### src/core/nest_irq_pkg.sv
// Constants and types for the nested interrupt priority unit
package nest_irq_pkg;

  localparam int NUM_VEC = 14;

  // ****************************************
  // Register map, one aligned word each
  // ****************************************
  localparam logic [7:0] OFS_FLAGS = 8'h00;
  localparam logic [7:0] OFS_VP0   = 8'h04;
  localparam logic [7:0] OFS_VP3   = 8'h10;

  // ****************************************
  // Field layout and reset values
  // ****************************************
  localparam int         BIT_HI    = 5;
  localparam int         BIT_LO    = 3;
  localparam logic [7:0] FLAGS_RST = 8'hEA;
  localparam logic [7:0] FLAGS_TOP = 8'hC0;
  localparam logic [7:0] VP_RST    = 8'hFF;
  localparam logic [1:0] CODE_L0   = 2'b10;
  localparam logic [1:0] CODE_L3   = 2'b11;

  // ****************************************
  // Vector addresses and halt wake masks
  // ****************************************
  localparam logic [15:0] VEC_RESET   = 16'hFFFE;
  localparam logic [15:0] VEC_TRAP    = 16'hFFFC;
  localparam logic [15:0] VEC_BASE    = 16'hFFFA;
  localparam logic [13:0] WAKE_HALT   = 14'h0070;
  localparam logic [13:0] WAKE_AWU    = 14'h0071;
  localparam logic [13:0] WAKE_ACTIVE = 14'h2170;

  typedef enum logic [2:0] {
    OP_NONE    = 3'b000,
    OP_ENABLE  = 3'b001,
    OP_DISABLE = 3'b010,
    OP_WAIT    = 3'b011,
    OP_HALT    = 3'b100,
    OP_POP     = 3'b101,
    OP_RETURN  = 3'b110,
    OP_TRAP    = 3'b111
  } instr_op_t;

  typedef enum logic [1:0] {
    PM_RUN    = 2'b00,
    PM_HALT   = 2'b01,
    PM_ACTIVE = 2'b10,
    PM_AWU    = 2'b11
  } pmode_t;

  typedef struct packed {
    logic        psel;
    logic        penable;
    logic        pwrite;
    logic [7:0]  paddr;
    logic [31:0] pwdata;
  } apb_req_t;

  typedef struct packed {
    logic [31:0] prdata;
    logic        pready;
    logic        pslverr;
  } apb_rsp_t;

  typedef struct packed {
    logic        valid;
    logic        push;
    logic        nmi;
    logic [3:0]  num;
    logic [15:0] addr;
    logic [7:0]  pushed_flags;
  } service_t;

endpackage

### src/core/nest_irq_unit.sv
// Nested interrupt priority unit: flag level bits, vector priorities, arbitration
`timescale 1ns/10ps
`default_nettype none
module nest_irq_unit
  import nest_irq_pkg::*;
(
  input  wire logic                    clk,
  input  wire logic                    resetn,
  input  wire nest_irq_pkg::apb_req_t  apb_req,
  output      nest_irq_pkg::apb_rsp_t  apb_rsp,
  input  wire logic [13:0]             irq_req,
  input  wire logic [13:0]             irq_en,
  input  wire logic                    instr_boundary,
  input  wire nest_irq_pkg::instr_op_t instr_op,
  input  wire logic [7:0]              stacked_flags,
  input  wire nest_irq_pkg::pmode_t    pmode,
  output      logic [7:0]              cpu_flags,
  output      nest_irq_pkg::service_t  svc,
  output      logic                    branch_if_masked,
  output      logic                    branch_if_unmasked,
  output      logic                    wake
);
  import nest_irq_pkg::*;

  // ****************************************
  // Reset release
  // ****************************************
  logic rst_meta_ff;
  logic rstn_s;

  always_ff @(posedge clk or negedge resetn) begin
    if (!resetn) begin
      rst_meta_ff <= 1'b0;
      rstn_s      <= 1'b0;
    end else begin
      rst_meta_ff <= 1'b1;
      rstn_s      <= rst_meta_ff;
    end
  end

  function automatic logic [1:0] lvl_of(input logic [1:0] code);
    logic [1:0] l;
    case (code)
      2'b10:   l = 2'd0;
      2'b01:   l = 2'd1;
      2'b00:   l = 2'd2;
      default: l = 2'd3;
    endcase
    return l;
  endfunction

  function automatic logic [7:0] set_code(input logic [7:0] f, input logic [1:0] c);
    logic [7:0] r;
    r         = f;
    r[BIT_HI] = c[1];
    r[BIT_LO] = c[0];
    return r;
  endfunction

  // ****************************************
  // State
  // ****************************************
  logic [7:0]  flags_ff;
  logic [7:0]  nxt_flags;
  logic [31:0] vp_ff;
  logic [31:0] nxt_vp;
  logic        rst_pend_ff;
  service_t    svc_ff;
  service_t    nxt_svc;
  logic        masked_ff;
  logic        unmasked_ff;
  logic        wake_ff;
  logic [31:0] prdata_ff;
  logic        pready_ff;
  logic        pslverr_ff;

  // ****************************************
  // APB decode
  // ****************************************
  wire        setup     = apb_req.psel & ~apb_req.penable;
  wire        access    = apb_req.psel & apb_req.penable & pready_ff;
  wire        hit_flags = apb_req.paddr == OFS_FLAGS;
  wire        hit_vp    = (apb_req.paddr >= OFS_VP0) && (apb_req.paddr <= OFS_VP3)
                          && (apb_req.paddr[1:0] == 2'b00);
  wire [1:0]  vidx      = 2'(apb_req.paddr[4:2] - 3'd1);
  wire        mapped    = hit_flags | hit_vp;
  wire        wr_flags  = access & apb_req.pwrite & hit_flags;
  wire        wr_vp     = access & apb_req.pwrite & hit_vp;
  // stored pairs read back as held
  wire [31:0] rdata     = hit_flags ? {24'h0000_00, flags_ff}
                        : hit_vp ? {24'h0000_00, vp_ff[8*vidx +: 8]} : 32'h0000_0000;

  // level-0 writes leave the pair alone
  always_comb begin
    nxt_vp = vp_ff;
    for (int p = 0; p < 16; p++) begin
      if (wr_vp && (vidx == 2'(p / 4)) && p < 14
          && apb_req.pwdata[2*(p%4) +: 2] != CODE_L0) begin
        nxt_vp[2*p +: 2] = apb_req.pwdata[2*(p%4) +: 2];
      end
    end
  end

  // ****************************************
  // Instruction effect on the level bits
  // ****************************************
  logic [7:0] after_op;

  always_comb begin
    after_op = flags_ff;
    if (instr_boundary) begin
      case (instr_op)
        OP_ENABLE, OP_WAIT, OP_HALT: after_op = set_code(flags_ff, CODE_L0);
        OP_DISABLE:                  after_op = set_code(flags_ff, CODE_L3);
        OP_POP, OP_RETURN:           after_op = stacked_flags | FLAGS_TOP;
        default:                     after_op = flags_ff;
      endcase
    end
  end

  wire [1:0]  op_lvl = lvl_of({after_op[BIT_HI], after_op[BIT_LO]});
  wire [13:0] wake_ok = (pmode == PM_HALT)   ? WAKE_HALT
                      : (pmode == PM_AWU)    ? WAKE_AWU
                      : (pmode == PM_ACTIVE) ? WAKE_ACTIVE : 14'h3FFF;

  // ****************************************
  // Arbitration
  // ****************************************
  logic       best_found;
  logic [3:0] best_num;
  logic [1:0] best_lvl;
  logic [1:0] best_code;

  always_comb begin
    logic [1:0] c;
    c          = 2'b00;
    best_found = 1'b0;
    best_num   = 4'h0;
    best_lvl   = 2'd0;
    best_code  = CODE_L3;
    for (int v = 0; v < NUM_VEC; v++) begin
      c = vp_ff[2*v +: 2];
      if (irq_req[v] && irq_en[v] && wake_ok[v] && lvl_of(c) > op_lvl
          && (!best_found || lvl_of(c) > best_lvl)) begin
        best_found = 1'b1;
        best_num   = 4'(v);
        best_lvl   = lvl_of(c);
        best_code  = c;
      end
    end
  end

  wire take_trap = instr_boundary && instr_op == OP_TRAP && !rst_pend_ff;
  wire take_irq  = instr_boundary && !take_trap && best_found && !rst_pend_ff;

  // ****************************************
  // Next flags and service record
  // ****************************************
  always_comb begin
    nxt_flags = flags_ff;
    nxt_svc   = '0;
    if (rst_pend_ff) begin
      nxt_flags     = set_code(flags_ff, CODE_L3);
      nxt_svc.valid = 1'b1;
      nxt_svc.nmi   = 1'b1;
      nxt_svc.addr  = VEC_RESET;
    end else if (take_trap) begin
      nxt_flags             = set_code(after_op, CODE_L3);
      nxt_svc.valid         = 1'b1;
      nxt_svc.push          = 1'b1;
      nxt_svc.nmi           = 1'b1;
      nxt_svc.addr          = VEC_TRAP;
      nxt_svc.pushed_flags  = after_op;
    end else if (take_irq) begin
      // stack old flags, enter at vector level
      nxt_flags             = set_code(after_op, best_code);
      nxt_svc.valid         = 1'b1;
      nxt_svc.push          = 1'b1;
      nxt_svc.num           = best_num;
      nxt_svc.addr          = 16'(VEC_BASE - {11'h000, best_num, 1'b0});
      nxt_svc.pushed_flags  = after_op;
    end else if (instr_boundary) begin
      nxt_flags = after_op;
    end else if (wr_flags) begin
      // Software write loses to a boundary update
      nxt_flags = apb_req.pwdata[7:0] | FLAGS_TOP;
    end
  end

  // ****************************************
  // Registers
  // ****************************************
  // reset values
  always_ff @(posedge clk or negedge rstn_s) begin
    if (!rstn_s) begin
      flags_ff    <= FLAGS_RST;
      vp_ff       <= {4{VP_RST}};
      rst_pend_ff <= 1'b1;
      svc_ff      <= '0;
    end else begin
      flags_ff    <= nxt_flags;
      vp_ff       <= nxt_vp;
      rst_pend_ff <= 1'b0;
      svc_ff      <= nxt_svc;
    end
  end

  // branch conditions follow the level code
  always_ff @(posedge clk or negedge rstn_s) begin
    if (!rstn_s) begin
      masked_ff   <= 1'b1;
      unmasked_ff <= 1'b0;
      wake_ff     <= 1'b0;
    end else begin
      masked_ff   <= {nxt_flags[BIT_HI], nxt_flags[BIT_LO]} == CODE_L3;
      unmasked_ff <= {nxt_flags[BIT_HI], nxt_flags[BIT_LO]} != CODE_L3;
      wake_ff     <= (pmode != PM_RUN) && best_found;
    end
  end

  // Answer in the access phase, no wait states
  always_ff @(posedge clk or negedge rstn_s) begin
    if (!rstn_s) begin
      prdata_ff  <= 32'h0000_0000;
      pready_ff  <= 1'b0;
      pslverr_ff <= 1'b0;
    end else begin
      prdata_ff  <= setup ? rdata : prdata_ff;
      pready_ff  <= setup;
      pslverr_ff <= setup & ~mapped;
    end
  end

  assign apb_rsp.prdata      = prdata_ff;
  assign apb_rsp.pready      = pready_ff;
  assign apb_rsp.pslverr     = pslverr_ff;
  assign cpu_flags           = flags_ff;
  assign svc                 = svc_ff;
  assign branch_if_masked    = masked_ff;
  assign branch_if_unmasked  = unmasked_ff;
  assign wake                = wake_ff;

  // ****************************************
  // Checks
  // ****************************************
  wire [1:0] cur_code = {flags_ff[BIT_HI], flags_ff[BIT_LO]};

  a_reset_flags_value: assert property (@(posedge clk)
    $rose(rstn_s) |-> flags_ff == FLAGS_RST && vp_ff == 32'hFFFF_FFFF)
    else $error("flags or priorities wrong after reset");

  a_entry_level_load: assert property (@(posedge clk) disable iff (!rstn_s)
    take_irq |=> cur_code == $past(best_code) && svc_ff.num == $past(best_num))
    else $error("entry level not taken from vector pair");

  a_trap_sets_three: assert property (@(posedge clk) disable iff (!rstn_s)
    take_trap |=> cur_code == CODE_L3 && svc_ff.addr == VEC_TRAP && svc_ff.push)
    else $error("trap entry wrong");

  a_enable_loads_zero: assert property (@(posedge clk) disable iff (!rstn_s)
    instr_boundary && instr_op == OP_ENABLE && !best_found && !rst_pend_ff
    |=> cur_code == CODE_L0)
    else $error("enable did not load level 0");

  a_disable_loads_three: assert property (@(posedge clk) disable iff (!rstn_s)
    instr_boundary && instr_op == OP_DISABLE && !rst_pend_ff |=> cur_code == CODE_L3)
    else $error("disable did not load level 3");

  a_level0_write_kept: assert property (@(posedge clk) disable iff (!rstn_s)
    wr_vp && vidx == 2'd0 && apb_req.pwdata[1:0] == CODE_L0
    |=> vp_ff[1:0] == $past(vp_ff[1:0]))
    else $error("level 0 pair write was stored");

  a_top_nibble_ones: assert property (@(posedge clk) disable iff (!rstn_s)
    vp_ff[31:28] == 4'hF)
    else $error("read-only nibble changed");

  a_masked_branch_match: assert property (@(posedge clk) disable iff (!rstn_s)
    ##1 masked_ff == (cur_code == CODE_L3) && branch_if_unmasked == !masked_ff)
    else $error("branch condition disagrees with level");

  a_halt_no_auto_wake: assert property (@(posedge clk) disable iff (!rstn_s)
    take_irq && pmode == PM_HALT |=> svc_ff.num != 4'h0 && svc_ff.num != 4'h8)
    else $error("vector woke plain halt illegally");

  a_level_gate_entry: assert property (@(posedge clk) disable iff (!rstn_s)
    take_irq |-> lvl_of(best_code) > op_lvl && irq_en[best_num])
    else $error("entry at or below current level");

  a_unmasked_branch_inv: assert property (@(posedge clk) disable iff (!rstn_s)
    branch_if_unmasked == (cur_code != CODE_L3))
    else $error("unmasked branch disagrees with level");

  a_reset_entry_vector: assert property (@(posedge clk) disable iff (!rstn_s)
    rst_pend_ff |=> svc_ff.valid && svc_ff.nmi && !svc_ff.push && svc_ff.addr == VEC_RESET
                    && cur_code == CODE_L3)
    else $error("reset entry wrong");

  a_trap_in_level3: assert property (@(posedge clk) disable iff (!rstn_s)
    instr_boundary && instr_op == OP_TRAP && !rst_pend_ff && cur_code == CODE_L3
    |=> svc_ff.valid && svc_ff.nmi && svc_ff.addr == VEC_TRAP)
    else $error("trap refused at level 3");

  a_entry_vector_addr: assert property (@(posedge clk) disable iff (!rstn_s)
    take_irq |=> svc_ff.num <= 4'd13 && svc_ff.addr == VEC_BASE - {11'h000, svc_ff.num, 1'b0})
    else $error("vector address does not match number");

  a_entry_stacks_flags: assert property (@(posedge clk) disable iff (!rstn_s)
    take_irq |=> svc_ff.push && !svc_ff.nmi && svc_ff.pushed_flags == $past(after_op))
    else $error("entry did not stack the flags");

  a_pop_restores_byte: assert property (@(posedge clk) disable iff (!rstn_s)
    instr_boundary && (instr_op == OP_POP || instr_op == OP_RETURN) && !best_found && !rst_pend_ff
    |=> flags_ff == ($past(stacked_flags) | FLAGS_TOP))
    else $error("stacked byte not restored");

  a_wait_loads_zero: assert property (@(posedge clk) disable iff (!rstn_s)
    instr_boundary && (instr_op == OP_WAIT || instr_op == OP_HALT) && !best_found && !rst_pend_ff
    |=> cur_code == CODE_L0)
    else $error("wait or halt did not load level 0");

  a_tie_lower_wins: assert property (@(posedge clk) disable iff (!rstn_s)
    take_irq && irq_req[0] && irq_en[0] && wake_ok[0] && lvl_of(vp_ff[1:0]) > op_lvl
    |-> best_num == 4'h0 || best_lvl > lvl_of(vp_ff[1:0]))
    else $error("vector 0 lost a tie or a higher level");

  a_timer_active_only: assert property (@(posedge clk) disable iff (!rstn_s)
    take_irq && (best_num == 4'd8 || best_num == 4'd13) |-> pmode == PM_ACTIVE || pmode == PM_RUN)
    else $error("timer vector taken in wrong halt mode");

  a_vec12_pair_slot: assert property (@(posedge clk) disable iff (!rstn_s)
    wr_vp && vidx == 2'd3 && apb_req.pwdata[1:0] != CODE_L0
    |=> vp_ff[25:24] == $past(apb_req.pwdata[1:0]))
    else $error("vector 12 pair not in low bits of fourth register");

  a_entry_not_level0: assert property (@(posedge clk) disable iff (!rstn_s)
    take_irq |=> cur_code != CODE_L0)
    else $error("entry loaded level 0 code");

  a_reg3_nibble_reads: assert property (@(posedge clk) disable iff (!rstn_s)
    setup && apb_req.paddr == OFS_VP3 |=> apb_rsp.prdata[7:4] == 4'hF)
    else $error("fourth register top nibble not read as ones");

  a_pready_single_pulse: assert property (@(posedge clk) disable iff (!rstn_s)
    apb_rsp.pready |=> !apb_rsp.pready)
    else $error("pready stood longer than one cycle");

  a_run_no_wake: assert property (@(posedge clk) disable iff (!rstn_s)
    pmode == PM_RUN |=> !wake)
    else $error("wake raised while running");

endmodule
`default_nettype wire

### config.mk
export PLATFORM = sky130hd
export DESIGN_NAME = nest_irq_unit
export DESIGN_NICKNAME = d
export VERILOG_FILES = /design/src/core/nest_irq_pkg.sv /design/src/core/nest_irq_unit.sv
export SDC_FILE = /design/constraint.sdc
export NUM_CORES = 1
export LEC_CHECK = 0
export ABC_CLOCK_PERIOD_IN_PS = 5100
export BUFFER_PORTS_ARGS = -buffer_cell sky130_fd_sc_hd__buf_2
export CAP_MARGIN = 10
export CORE_MARGIN = 5
export CORE_UTILIZATION = 40
export CTS_CLUSTER_SIZE = 20
export DETAILED_ROUTE_END_ITERATION = 10
export SYNTH_ARGS = -nofsm -noshare
export SYNTH_HDL_FRONTEND = slang
export SYNTH_SLANG_ARGS = --single-unit
### constraint.sdc
create_clock -name clk -period 5.1 [get_ports clk]
set_input_delay 0.255 -clock clk [delete_from_list [all_inputs] [get_ports clk]]
set_output_delay 0.255 -clock clk [all_outputs]
set_load 0.05 [all_outputs]
* Word-level counts from Yosys, hierarchy flattened *
Cells that the tools add are included.

storage, ports and cells
  bits in registers = 107

operators by class
  bitwise gates (word level) = 11
  muxes and demuxes = 93
  magnitude comparators = 29
  shift-type cells = 1
  $add $sub $neg = 2
  reductions and logical operators = 132
  equality and inequality tests = 49

operators by type and width
  cell                  number
  $pmux W2 S3           15
  $logic_and A1 B1 Y1   81
  $mux W8               8
  $mux W2               29
  $mux W4               14
  $gt A2 B2 Y1          27
  $eq A2 B2 Y1 const B  20
  $eq A2 B1 Y1 const B  17
  $logic_not A2 Y1      17
  $shiftx A32 B6 Y8     1
  $mux W14              2
  $mux W28              1
  $mux W24              1
  $pmux W8 S3           1
  $mux W1               19
  $mux W16              1
  $logic_not A1 Y1      15
  $logic_or A1 B1 Y1    13
  $mux W13              1
  $eq A3 B3 Y1 const B  4
  $ne A2 B2 Y1 const B  5
  $ge A8 B3 Y1 const B  1
  $le A8 B5 Y1 const B  1
  $logic_not A8 Y1      1
  13 further kinds      22

* Longest topological paths before layout *
  depth in word-level cells = 67
  gate-level depth with buffers = 112

* Worst setup path before layout *
OpenSTA, ideal clock, no wires.

  path type = register to register
  start point = register flags_ff[3] (netlist: cpu_flags[3])
  end point = register svc_ff, in the netlist svc[12]
  period minus slack after synthesis = 18.443 ns
  setup time = 0.150 ns
  path slack = -13.343 ns
  path buffers = 5
  stages on the path, launching flop included = 101
  required time = 4.950 ns
  arrival = 18.293 ns
  cell sequence = dfstp_2 > inv_1 > nor2_1 > a31oi_1 > o221ai_1 > xnor2_1 > ha_1 > nor2b_1 > o211ai_1 > nor2_1 > ha_1 > nor2b_1 > a2bb2oi_1 > o21a_1 > a21oi_1 > ha_1 > nor2b_1 > o21ai_0 > [... 65 more ...] > mux2i_1 > ha_1 > nor2b_1 > o21ai_0 > a21o_1 > inv_1 > nand2_1 > o21ai_0 > a31oi_1 > ha_1 > nor2b_1 > o21ai_0 > a21oi_1 > nor2_1 > a21boi_0 > ha_1 > xor2_1 > o21ai_0

RTL lines
  item                    line                  RTL
  from (decl)             nest_irq_unit.sv:63   logic [7:0] flags_ff;
  from (signal assigned)  nest_irq_unit.sv:201  flags_ff <= nxt_flags;
  to (signal assigned)    nest_irq_unit.sv:204  svc_ff <= nxt_svc;
  to (decl)               nest_irq_unit.sv:68   service_t svc_ff;

* Worst setup path in the final report *
  start point = register flags_ff[5] (netlist: cpu_flags[5])
  end point = register masked_ff (netlist: branch_if_masked)

on the way
  cells in the longest elaborated chain, start to end = 65

ends and longest elaborated chain
  item                                              line                  RTL
  $pmux W8 S3                                       nest_irq_unit.sv:112  case (instr_op)
  $mux W8 (*)                                       nest_irq_unit.sv:111  if (instr_boundary) begin
  $eq A2 B1 Y1, or another cell as far along        nest_irq_unit.sv:43   case (code)
  $pmux W2 S3 (*)                                   nest_irq_unit.sv:43
  $gt A2 B2 Y1                                      nest_irq_unit.sv:143  if (irq_req[v] && irq_en[v] && wake_ok[v] && lvl_of(c) > op_lvl
  $logic_and A1 B1 Y1                               nest_irq_unit.sv:143
  $mux W2 or $mux W1 (tied branches)                nest_irq_unit.sv:143
  $gt A2 B2 Y1 or $logic_not A1 Y1 (tied branches)  nest_irq_unit.sv:144  && (!best_found || lvl_of(c) > best_lvl)) begin
  [... 49 more ...]                                 -
  $logic_and A1 B1 Y1                               nest_irq_unit.sv:144
  $mux W1                                           nest_irq_unit.sv:143
  $logic_and A1 B1 Y1 (2 in series)                 nest_irq_unit.sv:154  wire take_irq = instr_boundary && !take_trap && best_found && !rst_pend_ff;
  $mux W8 (*)                                       nest_irq_unit.sv:174  end else if (take_irq) begin
  $mux W8 (*)                                       nest_irq_unit.sv:167  end else if (take_trap) begin
  $mux W6 (*)                                       nest_irq_unit.sv:162  if (rst_pend_ff) begin
  net nxt_flags[3]                                  nest_irq_unit.sv:64   logic [7:0] nxt_flags;
  $eq A2 B2 Y1 (*)                                  nest_irq_unit.sv:215  masked_ff <= {nxt_flags[BIT_HI], nxt_flags[BIT_LO]} == CODE_L3;
  to (signal assigned)                              nest_irq_unit.sv:211  masked_ff <= 1'b1;
  to (signal assigned)                              nest_irq_unit.sv:215
  to (decl)                                         nest_irq_unit.sv:70   logic masked_ff;

The timed path passes the listed nets; every way through them passes the cells marked *. The select of a mux whose other input is x is not followed.
A chain may end at the register's enable or synchronous reset.

==> impl_metrics.json <==
{
  "crit_path_max_incr_delay_ps": 530,
  "worstSetupStartpointType": "register",
  "timing.critical_path.slowest_stage_cell": "sky130_fd_sc_hd__dfstp_2",
  "grt_start_max_net_pins": 71,
  "total_leakage_power_uw": 0.00477,
  "flow.area_growth_from_synthesis_pct": 48.4,
  "worst_slew_pin_slew_ps": 871,
  "wire_length_of_the_first_global_routing_pass_um": 30600,
  "chipWidth_um": 136,
  "grt_pass1_vias": 6141,
  "synth_seq_cells": 72,
  "violations": "negative setup slack",
  "drive_gt1_share_pct": 46.2,
  "fmax_mhz": 64.4,
  "rows": 46,
  "adder_and_majority_cell_fraction_of_the_synthesized_area_pct": 18.1,
  "yosysMostFrequentCell": "sky130_fd_sc_hd__ha_1",
  "synth.yosys.seq_area_share_pct": 29.0,
  "report.final.hold_viol_count": 0,
  "die-area_um2": 18500,
  "required_ps": 5350,
  "io_pins": 163,
  "drt_first_iter_violations": 386,
  "rsz0062_at_grt": "true",
  "drt_pre_antenna_iters": 5,
  "clock_latency_ps": 330,
  "cts_tree": "built",
  "routed-via-count": 6383,
  "overflow": 0,
  "drv.max_cap_violation_count": 0,
  "synth.top_cells.by_area": "sky130_fd_sc_hd__ha_1, sky130_fd_sc_hd__dfrtp_1, sky130_fd_sc_hd__dfstp_2",
  "post-route-worst-setup-slack_ps": -10430,
  "path_clk_slew_ps": 60,
  "number_of_diodes": 0,
  "clock_path_buffers": 2,
  "vias_per_cell": 5.06,
  "ctsRootBufferMaster": "sky130_fd_sc_hd__clkbuf_16",
  "yosys.area.top_type_share_pct": 18.1,
  "r2r_setup_slack_ps": -10430,
  "setup.worst_path.end_class": "register",
  "max_slew_margin_pct": 41.9,
  "final_nets": 1220,
  "hold_end": "svc[1]",
  "gp_routability_congestion": 0.907,
  "htree_num_levels": 3,
  "place_inst": 1199,
  "synth_edf_count": 0,
  "cp_common_cell": "sky130_fd_sc_hd__a21oi_2",
  "worst_hold_path_type": "in2reg",
  "clock_skew_ps": 5.93,
  "netlist_instances": 749,
  "synth_top_family_by_area": "compound AO/OA/AOI/OAI gates",
  "ys_dominant_reg_cell": "sky130_fd_sc_hd__dfrtp_1",
  "critical_path.reg2reg.endpoint": "branch_if_masked",
  "maxSlewViolCount": 0,
  "antenna_found_initial": 0,
  "grtUsageTotal_pct": 20.7,
  "detail_route.drc_violations": 0,
  "synth-compound-area-share_pct": 21.3,
  "synthSimpleGateAreaFrac_pct": 19.2,
  "port_buffers": 111,
  "finalPower_uw": 2210,
  "cts_sinks": 72,
  "status": "finished, violations left",
  "ant_nets": 0,
  "cts_made_buffers": 9,
  "synthesis.area_per_instance_um2": 8.50,
  "ys_async_sr_fraction_pct": 100,
  "detail_route.wirelength_um": 20000,
  "synth-warning-count": 0,
  "floorplan.initialDensity_pct": 40.4,
  "synth_xor_area_share_pct": 0.413,
  "criticalPathCategory": "reg2reg",
  "irDropWorstVdd_v": 0.000150,
  "timing.critical_path.fanout_max": 8,
  "hpwl_after_detailed_placement_um": 15200,
  "min_period_ps": 15530,
  "avgRoutedWirePerCell_um": 15.8,
  "powerDensity_nw_per_um2": 234,
  "synth.cells.most_frequent": "sky130_fd_sc_hd__ha_1, sky130_fd_sc_hd__nand2_1, sky130_fd_sc_hd__nor2_1, sky130_fd_sc_hd__a21oi_1, sky130_fd_sc_hd__o21ai_0",
  "finalCritPeriodShare_pct": 304,
  "synth.mux.area_fraction_pct": 3.26,
  "synthesis.area_um2": 6360,
  "r2r_cells": 97,
  "setup_viol_count_final": 12,
  "hold_path.startpoint": "stacked_flags[1]",
  "die_height_um": 136,
  "leading_area_contributor_after_synthesis": "sky130_fd_sc_hd__ha_1",
  "finalNonFillerCells": 1262,
  "number_of_library_cell_types_mapped_by_synthesis": 75,
  "hold_path_depth": 3,
  "core_area_um2": 15800,
  "worstPathArrival_ps": 15780,
  "crit-reg2reg-launch": "cpu_flags[5]"
}
[sequential cells by signal, summed over array words and instances (netlist names), 8 cells and up]
name,count
svc,20
cpu_flags,8
prdata_ff,8
vp_ff,28
[cell usage in the layout (no fill, tap or decap), types with 17 or more instances in the layout]
cell,count
sky130_fd_sc_hd__a21oi_1,41
sky130_fd_sc_hd__a21oi_2,17
sky130_fd_sc_hd__buf_2,111
sky130_fd_sc_hd__buf_4,196
sky130_fd_sc_hd__conb_1,27
sky130_fd_sc_hd__dfrtp_1,36
sky130_fd_sc_hd__dfstp_2,35
sky130_fd_sc_hd__ha_1,81
sky130_fd_sc_hd__inv_1,44
sky130_fd_sc_hd__nand2_1,87
sky130_fd_sc_hd__nor2_1,57
sky130_fd_sc_hd__nor2b_1,17
sky130_fd_sc_hd__o21ai_0,38
[metrics by stage]
stage          TNS [ps]  area (um2)  hold WS (ps)  utilization [%]  setup slack (ps)
2_1_floorplan   -134170        6640         -40.6                -            -11420
3_3_place_gp    -122840        8240          40.3             52.2            -10470
3_5_place_dp    -127360        8240          43.1             52.2            -10830
4_1_cts         -121480        9070           168             57.5            -10340
5_1_grt         -134630        9450           178             59.9            -11410
6_report        -122790        9450           179             59.9            -10430
[logic make-up after synthesis]
| group | after synthesis |
|---|---|
| XOR/XNOR | 3 |
| adder cells (fa/ha/maj) | 92 |
| other | 2 |
| multiplexers | 15 |
| buffers and inverters | 105 |
| AO/OA/AOI/OAI | 209 |
| AND/OR/NAND/NOR | 251 |
| flip-flops | 72 |
[worst max path at each step]
stage	startpoint	end	slack, ps	cells past startpoint
detailed placement	cpu_flags[5]	branch_if_masked	-10830	96
global route	cpu_flags[3]	branch_if_masked	-11410	94
global placement	cpu_flags[5]	branch_if_masked	-10470	96
CTS	cpu_flags[3]	branch_if_masked	-10340	94
finish	cpu_flags[5]	branch_if_masked	-10430	97
floorplan	cpu_flags[3]	branch_if_masked	-11420	100
[metal layers]
| layer | global-route usage [%] | vias to the layer above | wire length [um] |
|---|---|---|---|
| li1 | - | 3189 | - |
| met1 | 26.9 | 3020 | 8560 |
| met2 | 37.1 | 155 | 10300 |
| met3 | 2.41 | 19 | 916 |
| met4 | 4.09 | 0 | 194 |
| met5 | 0 | - | 0 |
[what timing repair did]
item	CTS	global route
gates resized for setup	47	51
pin swaps	63	65
hold endpoints to repair	2	0
hold buffers	1	0
buffers inserted	36	11
setup endpoints to repair	12	12
[critical path: cells and delay by family (launching register included)]
kind,cells,cell delay [ps]
DFF,1,530
xor gates and xnor gates,1,170
AOI/OAI and AO/OA,52,6750
buffers and inverters,11,1530
and+or+nand+nor,19,2650
adders and majority gates,14,3760
[where the power goes]
| part | switching (uW) | internal, uW |
|---|---|---|
| Combinational | 493 | 361 |
| Clock | 241 | 504 |
| Sequential | 12.1 | 599 |
[final cells by class]
cell class	instances	area, um2
flip-flops and latches	72	1850
repair buffers	312	2080
fillers	1444	6320
well taps	216	270
inverters	49	184
clock buffers	11	253
multi-input cells	597	4710
clock inverters	5	103
No activity file was read; power rests on OpenSTA's default activity.
